`config.mk`:
```
export PLATFORM = sky130hd
export DESIGN_NAME = clock_gen_config_control
export DESIGN_NICKNAME = d
export VERILOG_FILES = /design/src/clock_gen_pkg.sv /design/src/clock_gen_sync2.sv /design/src/clock_gen_mode_seq.sv /design/src/clock_gen_config_control.sv
export VERILOG_INCLUDE_DIRS = /design/src /design/src/src
export SDC_FILE = /design/constraint.sdc
export NUM_CORES = 1
export LEC_CHECK = 0
export BUFFER_PORTS_ARGS = -buffer_cell sky130_fd_sc_hd__buf_4
export CAP_MARGIN = 5
export CORE_UTILIZATION = 46
export CTS_CLUSTER_DIAMETER = 50
export DETAILED_ROUTE_END_ITERATION = 16
export GPL_TIMING_DRIVEN = 0
export PLACE_DENSITY = 0.79
export SETUP_SLACK_MARGIN = 0.05
export SYNTH_ARGS = -nofsm -noshare
export SYNTH_HDL_FRONTEND = slang
export SYNTH_SLANG_ARGS = --single-unit
```
`constraint.sdc`:
```
create_clock -name clk_i -period 2.4 [get_ports clk_i]
set_input_delay 0.36 -clock clk_i [delete_from_list [all_inputs] [get_ports clk_i]]
set_output_delay 0.36 -clock clk_i [all_outputs]
set_load 0.01 [all_outputs]
```
`src/clock_gen_consts.svh`:
```
// Contract
// - external mode on first write: input pin is clock or oscillator input per ref select
// - self-clocked or internal mode on first write: both oscillator pins stay unused
// - external mode on first write: output pin carries the oscillator output
// - bit 7 chooses low-power (0) or high-gain (1) oscillator
// - after reset the oscillator runs gain-controlled low-power
// - gain, range and reference bits take one write per reset
// - bit 6 chooses low range, prescale 64, or high range, prescale 1
// - range bit acts only in the two external-reference modes
// - bit 5 chooses external clock (0) or crystal oscillator (1)
// - mode field 4:3 encodes self, internal, bypassed external, engaged external
// - bypassed external request waits for reference ready
// - off mode leaves the mode field unchanged
// - mode write dropped while an earlier one is still in progress
// - first write of 0X blocks later 1X mode writes until reset
// - bit 2 low: oscillator off in off mode unless enable, mode 10, crystal
// - bit 2 high: oscillator kept in off mode with mode 1X and crystal
// - bit 2 ignored when gain and range bits are both set
// - bit 1 low keeps loss-of-clock detection, high disables it
// - after reset the generator is self-clocked with a free-running oscillator
// - mode status 7:6 shows the active mode, lagging a write
`ifndef CLOCK_GEN_CONSTS_SVH
`define CLOCK_GEN_CONSTS_SVH

// register word addresses on the bus
`define CG_ADDR_CONTROL    8'h00
`define CG_ADDR_STATUS     8'h04
// control register fields
`define CG_BIT_HIGH_GAIN   7
`define CG_BIT_RANGE       6
`define CG_BIT_EXT_REF     5
`define CG_MODE_HI         4
`define CG_MODE_LO         3
`define CG_BIT_KEEP_OFF    2
`define CG_BIT_LOSS_OFF    1
// status register fields
`define CG_ST_MODE_HI      7
`define CG_ST_MODE_LO      6
`define CG_ST_REF_KIND     5
`define CG_ST_BUSY         4
`define CG_ST_RESERVED     1
`define CG_ST_FIRST_DONE   0
// reset values
`define CG_CONTROL_RESET   8'h00
// prescale factors of the loop
`define CG_PRESCALE_LOW    7'h40
`define CG_PRESCALE_HIGH   7'h01
// cycles taken to carry a mode change into the loop domain
`define CG_MODE_SYNC_CYCLES 4'h3

`endif

```
`src/clock_gen_pkg.sv`:
```
package clock_gen_pkg;

    // clock modes as held in the mode field
    typedef enum logic [1:0] {
        self_clocked_mode      = 2'h0,
        loop_engaged_internal  = 2'h1,
        loop_bypassed_external = 2'h2,
        loop_engaged_external  = 2'h3
    } clock_mode_t;

    // mode sequencer states
    typedef enum logic [2:0] {
        seq_idle  = 3'h1,
        seq_wait  = 3'h2,
        seq_sync  = 3'h4
    } seq_state_t;

    typedef struct packed {
        seq_state_t  state;
        clock_mode_t target;
        clock_mode_t active;
        logic [3:0]  count;
    } seq_regs_t;

    // control register image
    typedef struct packed {
        logic        high_gain_select;
        logic        range_high;
        logic        ext_ref_select;
        clock_mode_t clock_mode_select;
        logic        osc_keep_in_off;
        logic        clock_loss_detect_off;
    } ctrl_fields_t;

    typedef struct packed {
        logic         ack;
        logic [7:0]   rdata;
        ctrl_fields_t ctrl;
        logic         first_done;
        logic         pins_reserved;
        logic         req;
        clock_mode_t  req_mode;
        logic         osc_enable;
        logic         osc_out;
        logic         osc_oe;
        logic         ref_clk_out;
        logic         loss_detect_en;
        logic         range_eff;
        logic [6:0]   prescale;
        logic         free_run;
        logic         high_gain;
    } ctl_regs_t;

endpackage

```
`src/clock_gen_sync2.sv`:
```
`timescale 1ns/1ps
`default_nettype none

module clock_gen_sync2 #(
    parameter int WIDTH = 2
) (
    input  wire logic             clk_i,
    input  wire logic             rst_i,
    input  wire logic             ce_i,
    input  wire logic [WIDTH-1:0] async_i,
    output logic      [WIDTH-1:0] sync_o
);

    typedef struct packed {
        logic [WIDTH-1:0] first;
        logic [WIDTH-1:0] second;
    } sync_regs_t;

    sync_regs_t r;
    sync_regs_t next_r;

    // -------------------------------------------------------------
    // two stages per bit; only the second stage is read outside
    // -------------------------------------------------------------
    always_comb begin
        next_r = r;
        for (int i = 0; i < WIDTH; i++) begin
            next_r.first[i]  = async_i[i];
            next_r.second[i] = r.first[i];
        end
    end

    always_ff @(posedge clk_i) begin
        if (rst_i) begin
            r <= '0;
        end else if (ce_i) begin
            r <= next_r;
        end
    end

    assign sync_o = r.second;

endmodule // clock_gen_sync2

`default_nettype wire

```
`src/clock_gen_mode_seq.sv`:
```
`timescale 1ns/1ps
`default_nettype none
`include "clock_gen_consts.svh"

module clock_gen_mode_seq (
    input  wire logic                       clk_i,
    input  wire logic                       rst_i,
    input  wire logic                       ce_i,
    input  wire logic                       req_i,
    input  wire clock_gen_pkg::clock_mode_t mode_i,
    input  wire logic                       ready_i,
    output logic                            busy_o,
    output clock_gen_pkg::clock_mode_t      active_o
);

    clock_gen_pkg::seq_regs_t r;
    clock_gen_pkg::seq_regs_t next_r;

    // -------------------------------------------------------------
    // a request runs through the crossing delay before it shows
    // -------------------------------------------------------------
    always_comb begin
        next_r = r;
        unique case (r.state)
            clock_gen_pkg::seq_idle: begin
                if (req_i) begin
                    next_r.target = mode_i;
                    next_r.count  = `CG_MODE_SYNC_CYCLES;
                    if (mode_i == clock_gen_pkg::loop_bypassed_external) begin
                        next_r.state = clock_gen_pkg::seq_wait;
                    end else begin
                        next_r.state = clock_gen_pkg::seq_sync;
                    end
                end
            end
            clock_gen_pkg::seq_wait: begin
                // bypass only once the reference is proven running
                if (ready_i) begin
                    next_r.state = clock_gen_pkg::seq_sync;
                end
            end
            clock_gen_pkg::seq_sync: begin
                if (r.count == 4'h1) begin
                    next_r.active = r.target;
                    next_r.state  = clock_gen_pkg::seq_idle;
                end else begin
                    next_r.count = r.count - 4'h1;
                end
            end
            default: begin
                next_r.state = clock_gen_pkg::seq_idle;
            end
        endcase
    end

    // reset lands in self-clocked mode
    always_ff @(posedge clk_i) begin
        if (rst_i) begin
            r.state  <= clock_gen_pkg::seq_idle;
            r.target <= clock_gen_pkg::self_clocked_mode;
            r.active <= clock_gen_pkg::self_clocked_mode;
            r.count  <= 4'h0;
        end else if (ce_i) begin
            r <= next_r;
        end
    end

    assign busy_o   = (r.state != clock_gen_pkg::seq_idle);
    assign active_o = r.active;

endmodule // clock_gen_mode_seq

`default_nettype wire

```
`src/clock_gen_config_control.sv`:
```
// The Wishbone interface to the registers and the placing of the registers were left to the implementer.
`timescale 1ns/1ps
`default_nettype none
`include "clock_gen_consts.svh"

module clock_gen_config_control (
    input  wire logic       clk_i,
    input  wire logic       rst_i,
    input  wire logic       ce_i,
    // classic wishbone slave
    input  wire logic       cyc_i,
    input  wire logic       stb_i,
    input  wire logic       we_i,
    input  wire logic [7:0] adr_i,
    input  wire logic [3:0] sel_i,
    input  wire logic [31:0] dat_i,
    output logic [31:0]     dat_o,
    output logic            ack_o,
    // system state
    input  wire logic       off_mode_i,
    input  wire logic       stop_enable_i,
    input  wire logic       ext_ref_clock_ready_i,
    // oscillator pins
    input  wire logic       ext_ref_in_pin_i,
    output logic            osc_out_pin_o,
    output logic            osc_out_pin_oe_o,
    // toward the loop and clock tree
    output logic            ext_ref_clock_out_o,
    output logic            osc_enable_o,
    output logic            high_gain_o,
    output logic            range_high_o,
    output logic [6:0]      loop_prescale_o,
    output logic            loss_detect_en_o,
    output logic            dco_free_run_o,
    output logic [1:0]      clock_mode_status_o,
    output logic            ref_kind_status_o
);

    // -------------------------------------------------------------
    // input synchronisers
    // -------------------------------------------------------------

    logic [1:0] async_in;
    logic [1:0] sync_in;
    logic       ref_pin_s;
    logic       ref_ready_s;

    assign async_in = {ext_ref_clock_ready_i, ext_ref_in_pin_i};

    // pin and ready flag both come from outside this clock
    clock_gen_sync2 #(
        .WIDTH (2)
    ) u_sync (
        .clk_i   (clk_i),
        .rst_i   (rst_i),
        .ce_i    (ce_i),
        .async_i (async_in),
        .sync_o  (sync_in)
    );

    assign ref_pin_s   = sync_in[0];
    assign ref_ready_s = sync_in[1];

    // -------------------------------------------------------------
    // state
    // -------------------------------------------------------------

    clock_gen_pkg::ctl_regs_t    r;
    clock_gen_pkg::ctl_regs_t    next_r;
    logic                        seq_busy;
    clock_gen_pkg::clock_mode_t  active_mode;

    // -------------------------------------------------------------
    // mode sequencer
    // -------------------------------------------------------------

    clock_gen_mode_seq u_seq (
        .clk_i    (clk_i),
        .rst_i    (rst_i),
        .ce_i     (ce_i),
        .req_i    (r.req),
        .mode_i   (r.req_mode),
        .ready_i  (ref_ready_s),
        .busy_o   (seq_busy),
        .active_o (active_mode)
    );

    // -------------------------------------------------------------
    // bus decode
    // -------------------------------------------------------------

    logic         bus_req;
    logic         bus_wr;
    logic         hit_ctrl;
    logic         hit_stat;
    logic         mode_pending;
    logic [7:0]   wbyte;
    logic [7:0]   status_byte;
    clock_gen_pkg::clock_mode_t new_mode;

    // a request is taken once; ack drops in the following cycle
    assign bus_req  = cyc_i & stb_i & ~r.ack;
    assign bus_wr   = bus_req & we_i & sel_i[0];
    assign hit_ctrl = (adr_i == `CG_ADDR_CONTROL);
    assign hit_stat = (adr_i == `CG_ADDR_STATUS);
    assign wbyte    = dat_i[7:0];
    assign new_mode = clock_gen_pkg::clock_mode_t'(wbyte[`CG_MODE_HI:`CG_MODE_LO]);

    // a request still in the register stage counts as pending too
    assign mode_pending = seq_busy | r.req;

    // status word seen by software
    always_comb begin
        status_byte = 8'h00;
        status_byte[`CG_ST_MODE_HI:`CG_ST_MODE_LO] = active_mode;
        status_byte[`CG_ST_REF_KIND]   = r.ctrl.ext_ref_select;
        status_byte[`CG_ST_BUSY]       = mode_pending;
        status_byte[`CG_ST_RESERVED]   = r.pins_reserved;
        status_byte[`CG_ST_FIRST_DONE] = r.first_done;
    end

    // -------------------------------------------------------------
    // oscillator decisions
    // -------------------------------------------------------------

    logic ext_mode;
    logic keep_rule;
    logic off_keep;
    logic osc_run;

    // range and the off-mode keep rule matter only while an external mode is requested
    assign ext_mode = r.ctrl.clock_mode_select[1];

    // with high gain and high range the keep bit is treated as clear
    assign keep_rule = r.ctrl.osc_keep_in_off &
                       ~(r.ctrl.high_gain_select & r.ctrl.range_high);

    // off mode: keep bit decides, ref kind must be the crystal
    always_comb begin
        if (keep_rule) begin
            off_keep = ext_mode & r.ctrl.ext_ref_select;
        end else begin
            off_keep = stop_enable_i & r.ctrl.ext_ref_select &
                       (r.ctrl.clock_mode_select == clock_gen_pkg::loop_bypassed_external);
        end
    end

    // never runs on pins that were left to other functions
    assign osc_run = r.pins_reserved & (off_mode_i ? off_keep : 1'b1);

    // -------------------------------------------------------------
    // next state
    // -------------------------------------------------------------

    always_comb begin
        next_r     = r;
        next_r.req = 1'b0;
        next_r.ack = bus_req;

        // read data is captured with the ack; unmapped reads give zero
        if (bus_req) begin
            if (hit_ctrl) begin
                next_r.rdata = {r.ctrl, 1'b0}; // bit 0 reads as zero
            end else if (hit_stat) begin
                next_r.rdata = status_byte;
            end else begin
                next_r.rdata = 8'h00;
            end
        end

        if (bus_wr && hit_ctrl) begin
            next_r.first_done = 1'b1;
            // free bits take every write
            next_r.ctrl.osc_keep_in_off       = wbyte[`CG_BIT_KEEP_OFF];
            next_r.ctrl.clock_loss_detect_off = wbyte[`CG_BIT_LOSS_OFF];

            if (!r.first_done) begin
                // write-once fields are only open before the first write
                next_r.ctrl.high_gain_select = wbyte[`CG_BIT_HIGH_GAIN];
                next_r.ctrl.range_high       = wbyte[`CG_BIT_RANGE];
                next_r.ctrl.ext_ref_select   = wbyte[`CG_BIT_EXT_REF];
                // the pins are claimed once, by the first mode written
                next_r.pins_reserved = new_mode[1];
            end

            // mode change: dropped while pending or toward unclaimed pins
            if (!mode_pending &&
                (!r.first_done || r.pins_reserved || !new_mode[1])) begin
                next_r.ctrl.clock_mode_select = new_mode;
                next_r.req                    = 1'b1;
                next_r.req_mode               = new_mode;
            end
        end

        // off mode itself never touches the mode field
        next_r.osc_enable = osc_run;

        // pin drive follows the oscillator circuit
        next_r.osc_oe      = osc_run;
        next_r.osc_out     = osc_run & r.ctrl.ext_ref_select & ~ref_pin_s;
        next_r.ref_clk_out = osc_run & ref_pin_s;

        // range only steers the loop in the external modes
        next_r.range_eff = r.ctrl.range_high & ext_mode;
        if (next_r.range_eff) begin
            next_r.prescale = `CG_PRESCALE_HIGH;
        end else begin
            next_r.prescale = `CG_PRESCALE_LOW;
        end

        next_r.high_gain      = r.ctrl.high_gain_select;
        next_r.loss_detect_en = ~r.ctrl.clock_loss_detect_off;
        next_r.free_run       = (active_mode == clock_gen_pkg::self_clocked_mode);
    end

    // -------------------------------------------------------------
    // registers
    // -------------------------------------------------------------

    // control reset image; bit 0 has no flop behind it
    localparam logic [7:0] CTRL_RESET = `CG_CONTROL_RESET;

    // reset: low-power gain, self-clocked, pins unclaimed
    always_ff @(posedge clk_i) begin
        if (rst_i) begin
            r                <= '0;
            r.ctrl           <= CTRL_RESET[7:1];
            r.req_mode       <= clock_gen_pkg::self_clocked_mode;
            r.prescale       <= `CG_PRESCALE_LOW;
            r.loss_detect_en <= 1'b1;
            r.free_run       <= 1'b1;
        end else if (ce_i) begin
            r <= next_r;
        end
    end

    // -------------------------------------------------------------
    // outputs, all straight from flip-flops
    // -------------------------------------------------------------

    assign dat_o               = {24'h000000, r.rdata};
    assign ack_o               = r.ack;
    assign osc_out_pin_o       = r.osc_out;
    assign osc_out_pin_oe_o    = r.osc_oe;
    assign ext_ref_clock_out_o = r.ref_clk_out;
    assign osc_enable_o        = r.osc_enable;
    assign high_gain_o         = r.high_gain;
    assign range_high_o        = r.range_eff;
    assign loop_prescale_o     = r.prescale;
    assign loss_detect_en_o    = r.loss_detect_en;
    assign dco_free_run_o      = r.free_run;
    assign clock_mode_status_o = active_mode;
    assign ref_kind_status_o   = r.ctrl.ext_ref_select;

endmodule // clock_gen_config_control

`default_nettype wire

```
### Word level (Yosys, flattened, before mapping)

Index checks and enable logic that the tools add are counted.

| storage, ports and cells | value |
|---|---|
| bits of input ports | 54 |
| bits in registers | 48 |
| logic and storage cells | 90 |

| operators by class | value |
|---|---|
| muxes and demuxes | 15 |
| bitwise gates (word level) | 20 |
| add/sub/neg operators | 1 |
| reductions and logical operators | 18 |
| equality and inequality tests | 11 |

Operator list:

| operator | number |
|---|---|
| 2-to-1 mux 8 bit | 2 |
| 2-to-1 mux 3 bit | 5 |
| bitwise AND 1 bit | 14 |
| AND reduction 3 bit | 4 |
| one-hot mux 3 bit (3 select lines) | 1 |
| equality test 8 x 3 -> 1 bit, second input constant | 1 |
| zero test 8 bit | 1 |
| 2-to-1 mux 4 bit | 2 |
| one-hot mux 4 bit (2 select lines) | 1 |
| AND reduction 4 bit | 2 |
| 2-to-1 mux 7 bit | 1 |
| != test 2 bit, second input constant | 3 |
| 2-to-1 mux 5 bit | 1 |
| NOT 1 bit | 5 |
| equality test 4 x 1 -> 1 bit, second input constant | 1 |
| AND reduction 2 bit | 2 |
| subtractor 4 x 1 -> 4 bit, second input constant | 1 |
| equality test 3 x 1 -> 1 bit, second input constant | 1 |
| equality test 3 x 2 -> 1 bit, second input constant | 1 |
| equality test 3 bit, second input constant | 1 |
| zero test 1 bit | 3 |
| != test 3 x 1 -> 1 bit, second input constant | 1 |
| equality test 2 bit, second input constant | 1 |
| logical AND 1 bit | 2 |
| 6 further kinds | 8 |

### Longest topological paths before layout

| logic depth | value |
|---|---|
| depth after elaboration | 8 |
| gate-level depth with buffers | 6 |
| gate-level depth less buffers | 6 |

### Modules after synthesis

Synthesis repeated with hierarchy kept, for this count alone.

| unflattened totals | value |
|---|---|
| cells, all modules | 255 |
| area, all modules | 2238.4 um^2 |

Modules (own cells, without submodules):

| module | area an instance (um^2) | times used | sequential area each (um^2) | cells an instance |
|---|---|---|---|---|
| clock_gen_config_control | 1442.6 | 1 | 540.5 | 165 |
| clock_gen_mode_seq | 655.6 | 1 | 220.2 | 77 |
| clock_gen_sync2 | 140.1 | 1 | 80.1 | 13 |

### Least setup slack after synthesis

No wires, ideal clock.

| timing | value |
|---|---|
| path type | flip-flop to flip-flop |
| start | register u_seq.r[0] (netlist name) |
| end | register u_seq.r[10] (netlist name) |
| cell stages (with the launch flop) | 6 |
| setup slack | 0.659 ns |
| data arrival time | 1.674 ns |
| path buffers | 0 |
| cell sequence | dfxtp_1 -> ha_1 -> or3b_4 -> a311o_1 -> or3_1 -> a21oi_2 |

| between the ends | value |
|---|---|
| word-level cells in the longest chain between the ends | 3 |

Ends and longest elaborated chain:

| item | RTL line | source |
|---|---|---|
| from (decl) | clock_gen_mode_seq.sv:16 | `clock_gen_pkg::seq_regs_t r;` |
| from (signal assigned) | clock_gen_mode_seq.sv:64 | `r <= next_r;` |
| equality test 4 x 1 -> 1 bit | clock_gen_mode_seq.sv:43 | `if (r.count == 4'h1) begin` |
| != test 2 x 1 -> 1 bit (no source line) | -- |  |
| AND reduction 4 bit (no source line) | -- |  |

No other way between the ends.
A chain may end at the register's enable or synchronous reset.

### Worst setup path after layout

Ends and elaborated chain as after synthesis.

==> metrics.cfg <==
[floorplan]
initial_core_util_pct=48.4
num_io_pins=105
fp.dieW_um=69.9
die_y_um=69.9
rows=24
die_area_mm2=0.00489
core_area_mm2=0.00438

[grt]
grt_usage_pct=18.6
grt_max_degree=15
grt_pass1_vias=1580
grt_overflow=0
grt_pass1_wl_um=7420
antenna_found_initial=0

[timing]
worst_pin_slew_ns=0.613
rsz0062_at_grt=no
clock_skew_ns=0.00700
final-max-slew-violation-count=0
min_period_over_period_pct=77.3
hold_viol_final=0
fin_ws_ns=0.544
slew_headroom_pct=58.5
setup_tns_ns=0
fmax_mhz=539
setup_viol=0
fin_crit_ns=1.86

[synthesis]
synth_compound_area_share_pct=11.8
synth_top_family_by_area=simple AND/OR/NAND/NOR gates
syn_inst=236
synthAdderAreaFrac_pct=1.18
async_reset_ff_share_pct=0
yosys-mux-area-fraction_pct=8.66
synth_ff_type=dfxtp_1
synth-xor-area-share_pct=0.825
synth_enable_flop_cells=0
synth.cell_area_mm2=0.00212
synthSimpleGateAreaFrac_pct=19.6
seq_area_frac_synth_pct=39.6
synth_warnings=0
synth_cell_type_count=47
syn_area_per_cell_um2=9.00
ys_seq_elements=42

[power_and_ir_drop]
power_w=0.00140
ir_worst_vdd_mv=0.369
p_per_area_mw_per_mm2=511
p_leak_nw=1.29

[routing]
route.detailed.drc=0
totalWireLength_um=4520
dr.pass1.iters=4
vias=1773
drt-initial-drc-count=127
drtAntennaViolNets=0
vias_per_cell=4.82
wl_per_cell_um=12.3

[worst_setup_path]
cp.buffers_inverters=0
critical_path.top_delay_family=simple AND/OR/NAND/NOR gates
critPathMaxStageDelay_ns=0.40
critPathMaxFanout=6
cp_data_required_time_ns=2.63
worstPathCellList=ha_1 -> or3b_4 -> a311o_1 -> or3_1 -> a21oi_2
endpoint_kind=flop
r2r_setup_slack_ns=0.54
slowest_stage=dfxtp_1
cp.arrival_ns=2.08
startpoint_type=flop
critPathKind=flop to flop

[clock_network]
clkSinkCount=42
cts_root_buf=clkbuf_8
clk_latency_ns=0.29
htree_num_levels=2
post_cts_buffers=0
numCtsBuffers=5
path_clk_slew_ns=0.08
holdBufCountCts=0
cts_resized=0
cts_tree=built
clockBufferDepth=2

[placed_design]
place_ws_ns=0.568
gp_congestion=0.832
port_buffers=44
hpwl_um=3400
place_area_mm2=0.00262

[flow_run]
cap_violations=0

[finish]
syn_to_final_growth_pct=28.9
final_area_mm2=0.00274
mostFrequentLayoutCells=86 x buf_4, 42 x dfxtp_1, 29 x conb_1
nets=371
drive_gt1_share_pct=33.5
antennaDiodeCount=0
fillers=384
layout_commonest_cell=buf_4

[run_status]
status=completed

[hold_path]
hp-class=input port to flop

-- path summary, 6_finish.rpt --
kind                           startpoint                             end  depth (start not counted)
hold reg to reg        r[21]$_SDFFE_PP0P_              r[21]$_SDFFE_PP0P_                          2
hold / removal                   dat_i[5]  ref_kind_status_o$_SDFFE_PP0P_                          3
setup / recovery  u_seq.r[0]$_SDFFE_PP0P_        u_seq.r[10]$_SDFFE_PP0P_                          5
setup reg to reg  u_seq.r[0]$_SDFFE_PP0P_        u_seq.r[10]$_SDFFE_PP0P_                          5
-- per-layer routing --
| metal | global-route usage (%) | wire length [um] | vias to the layer above |
|---|---|---|---|
| met5 | 0 | 0 | - |
| met4 | 5.33 | 21 | 0 |
| met3 | 4.18 | 311 | 2 |
| met2 | 30.2 | 2150 | 64 |
| met1 | 24.7 | 2040 | 808 |
| li1 | - | - | 899 |
-- cells by family (layout without fill, tap and decap cells) --
group	count (synthesis)	count (layout)
compound gates	35	35
simple gates	76	76
flops	42	42
xor+xnor	2	2
mux	18	18
buf+inv	60	112
fa+ha+maj	2	2
other cells	1	29
-- metrics by stage --
step           hold slack (ns)  utilization (%)  instances
6_report                 0.296             62.4        368
4_1_cts                  0.295             62.4        368
2_1_floorplan            0.444                -        264
5_1_grt                  0.300             62.4        368
3_5_place_dp             0.470             59.8        360
3_3_place_gp             0.465             59.8        360
-- power breakdown --
| group | switching [W] | internal, W | leakage (nW) |
|---|---|---|---|
| registers | 0.00000307 | 0.000701 | 0.339 |
| logic | 0.0000684 | 0.0000704 | 0.888 |
| clock network | 0.000243 | 0.000312 | 0.0585 |
-- synthesized netlist by cell type, drive strengths merged, types with 2 or more instances --
master | number | share of area, %
o21ai | 2 | 0.47
a32oi | 4 | 1.6
clkbuf | 8 | 1.4
mux2i | 15 | 7.1
xor2 | 2 | 0.83
ha | 2 | 1.2
nor2 | 26 | 4.6
nand4 | 4 | 1.2
o31ai | 2 | 0.71
nand3 | 3 | 0.71
nand2 | 10 | 1.8
a21oi | 11 | 2.8
nor2b | 3 | 0.88
a22oi | 7 | 2.5
mux2 | 3 | 1.6
and3 | 2 | 0.65
nand3b | 2 | 0.71
inv | 7 | 1.2
buf | 45 | 15
nor4 | 2 | 1.3
nand2b | 8 | 2.4
dfxtp | 42 | 40
nor3 | 6 | 1.4
or3 | 2 | 0.59
a211oi | 2 | 0.71
-- cell type report --
class	instances	area [um2]	share of cell area [%]
flip-flops and latches	42	841	30.7
well taps	52	65.1	2.38
clock buffers	5	68.8	2.51
multi-input cells	162	1000	36.6
plain buffers	53	359	13.1
inverters	7	26.3	0.960
clock inverters	3	43.8	1.60
repair buffers	44	330	12.1
-- state kept, by name, summed over array words and instances, names as in the netlist --
register and cells:
loop_prescale_o 2, u_seq.r 9, ext_ref_clock_out_o 1, u_sync.sync_o 2, u_sync.next_r 2, ack_o 1
osc_out_pin_o 1, dco_free_run_o 1, high_gain_o 1, osc_out_pin_oe_o 1, dat_o 8, u_seq.active_o 2
ref_kind_status_o 1, loss_detect_en_o 1, next_r 1, r 8
-- worst min-delay path, cell delays in order --
cell,delay (ns)
buf_4,0.07
mux2i_1,0.05
nor2_1,0.07
Power figures use the tool's default switching activity.
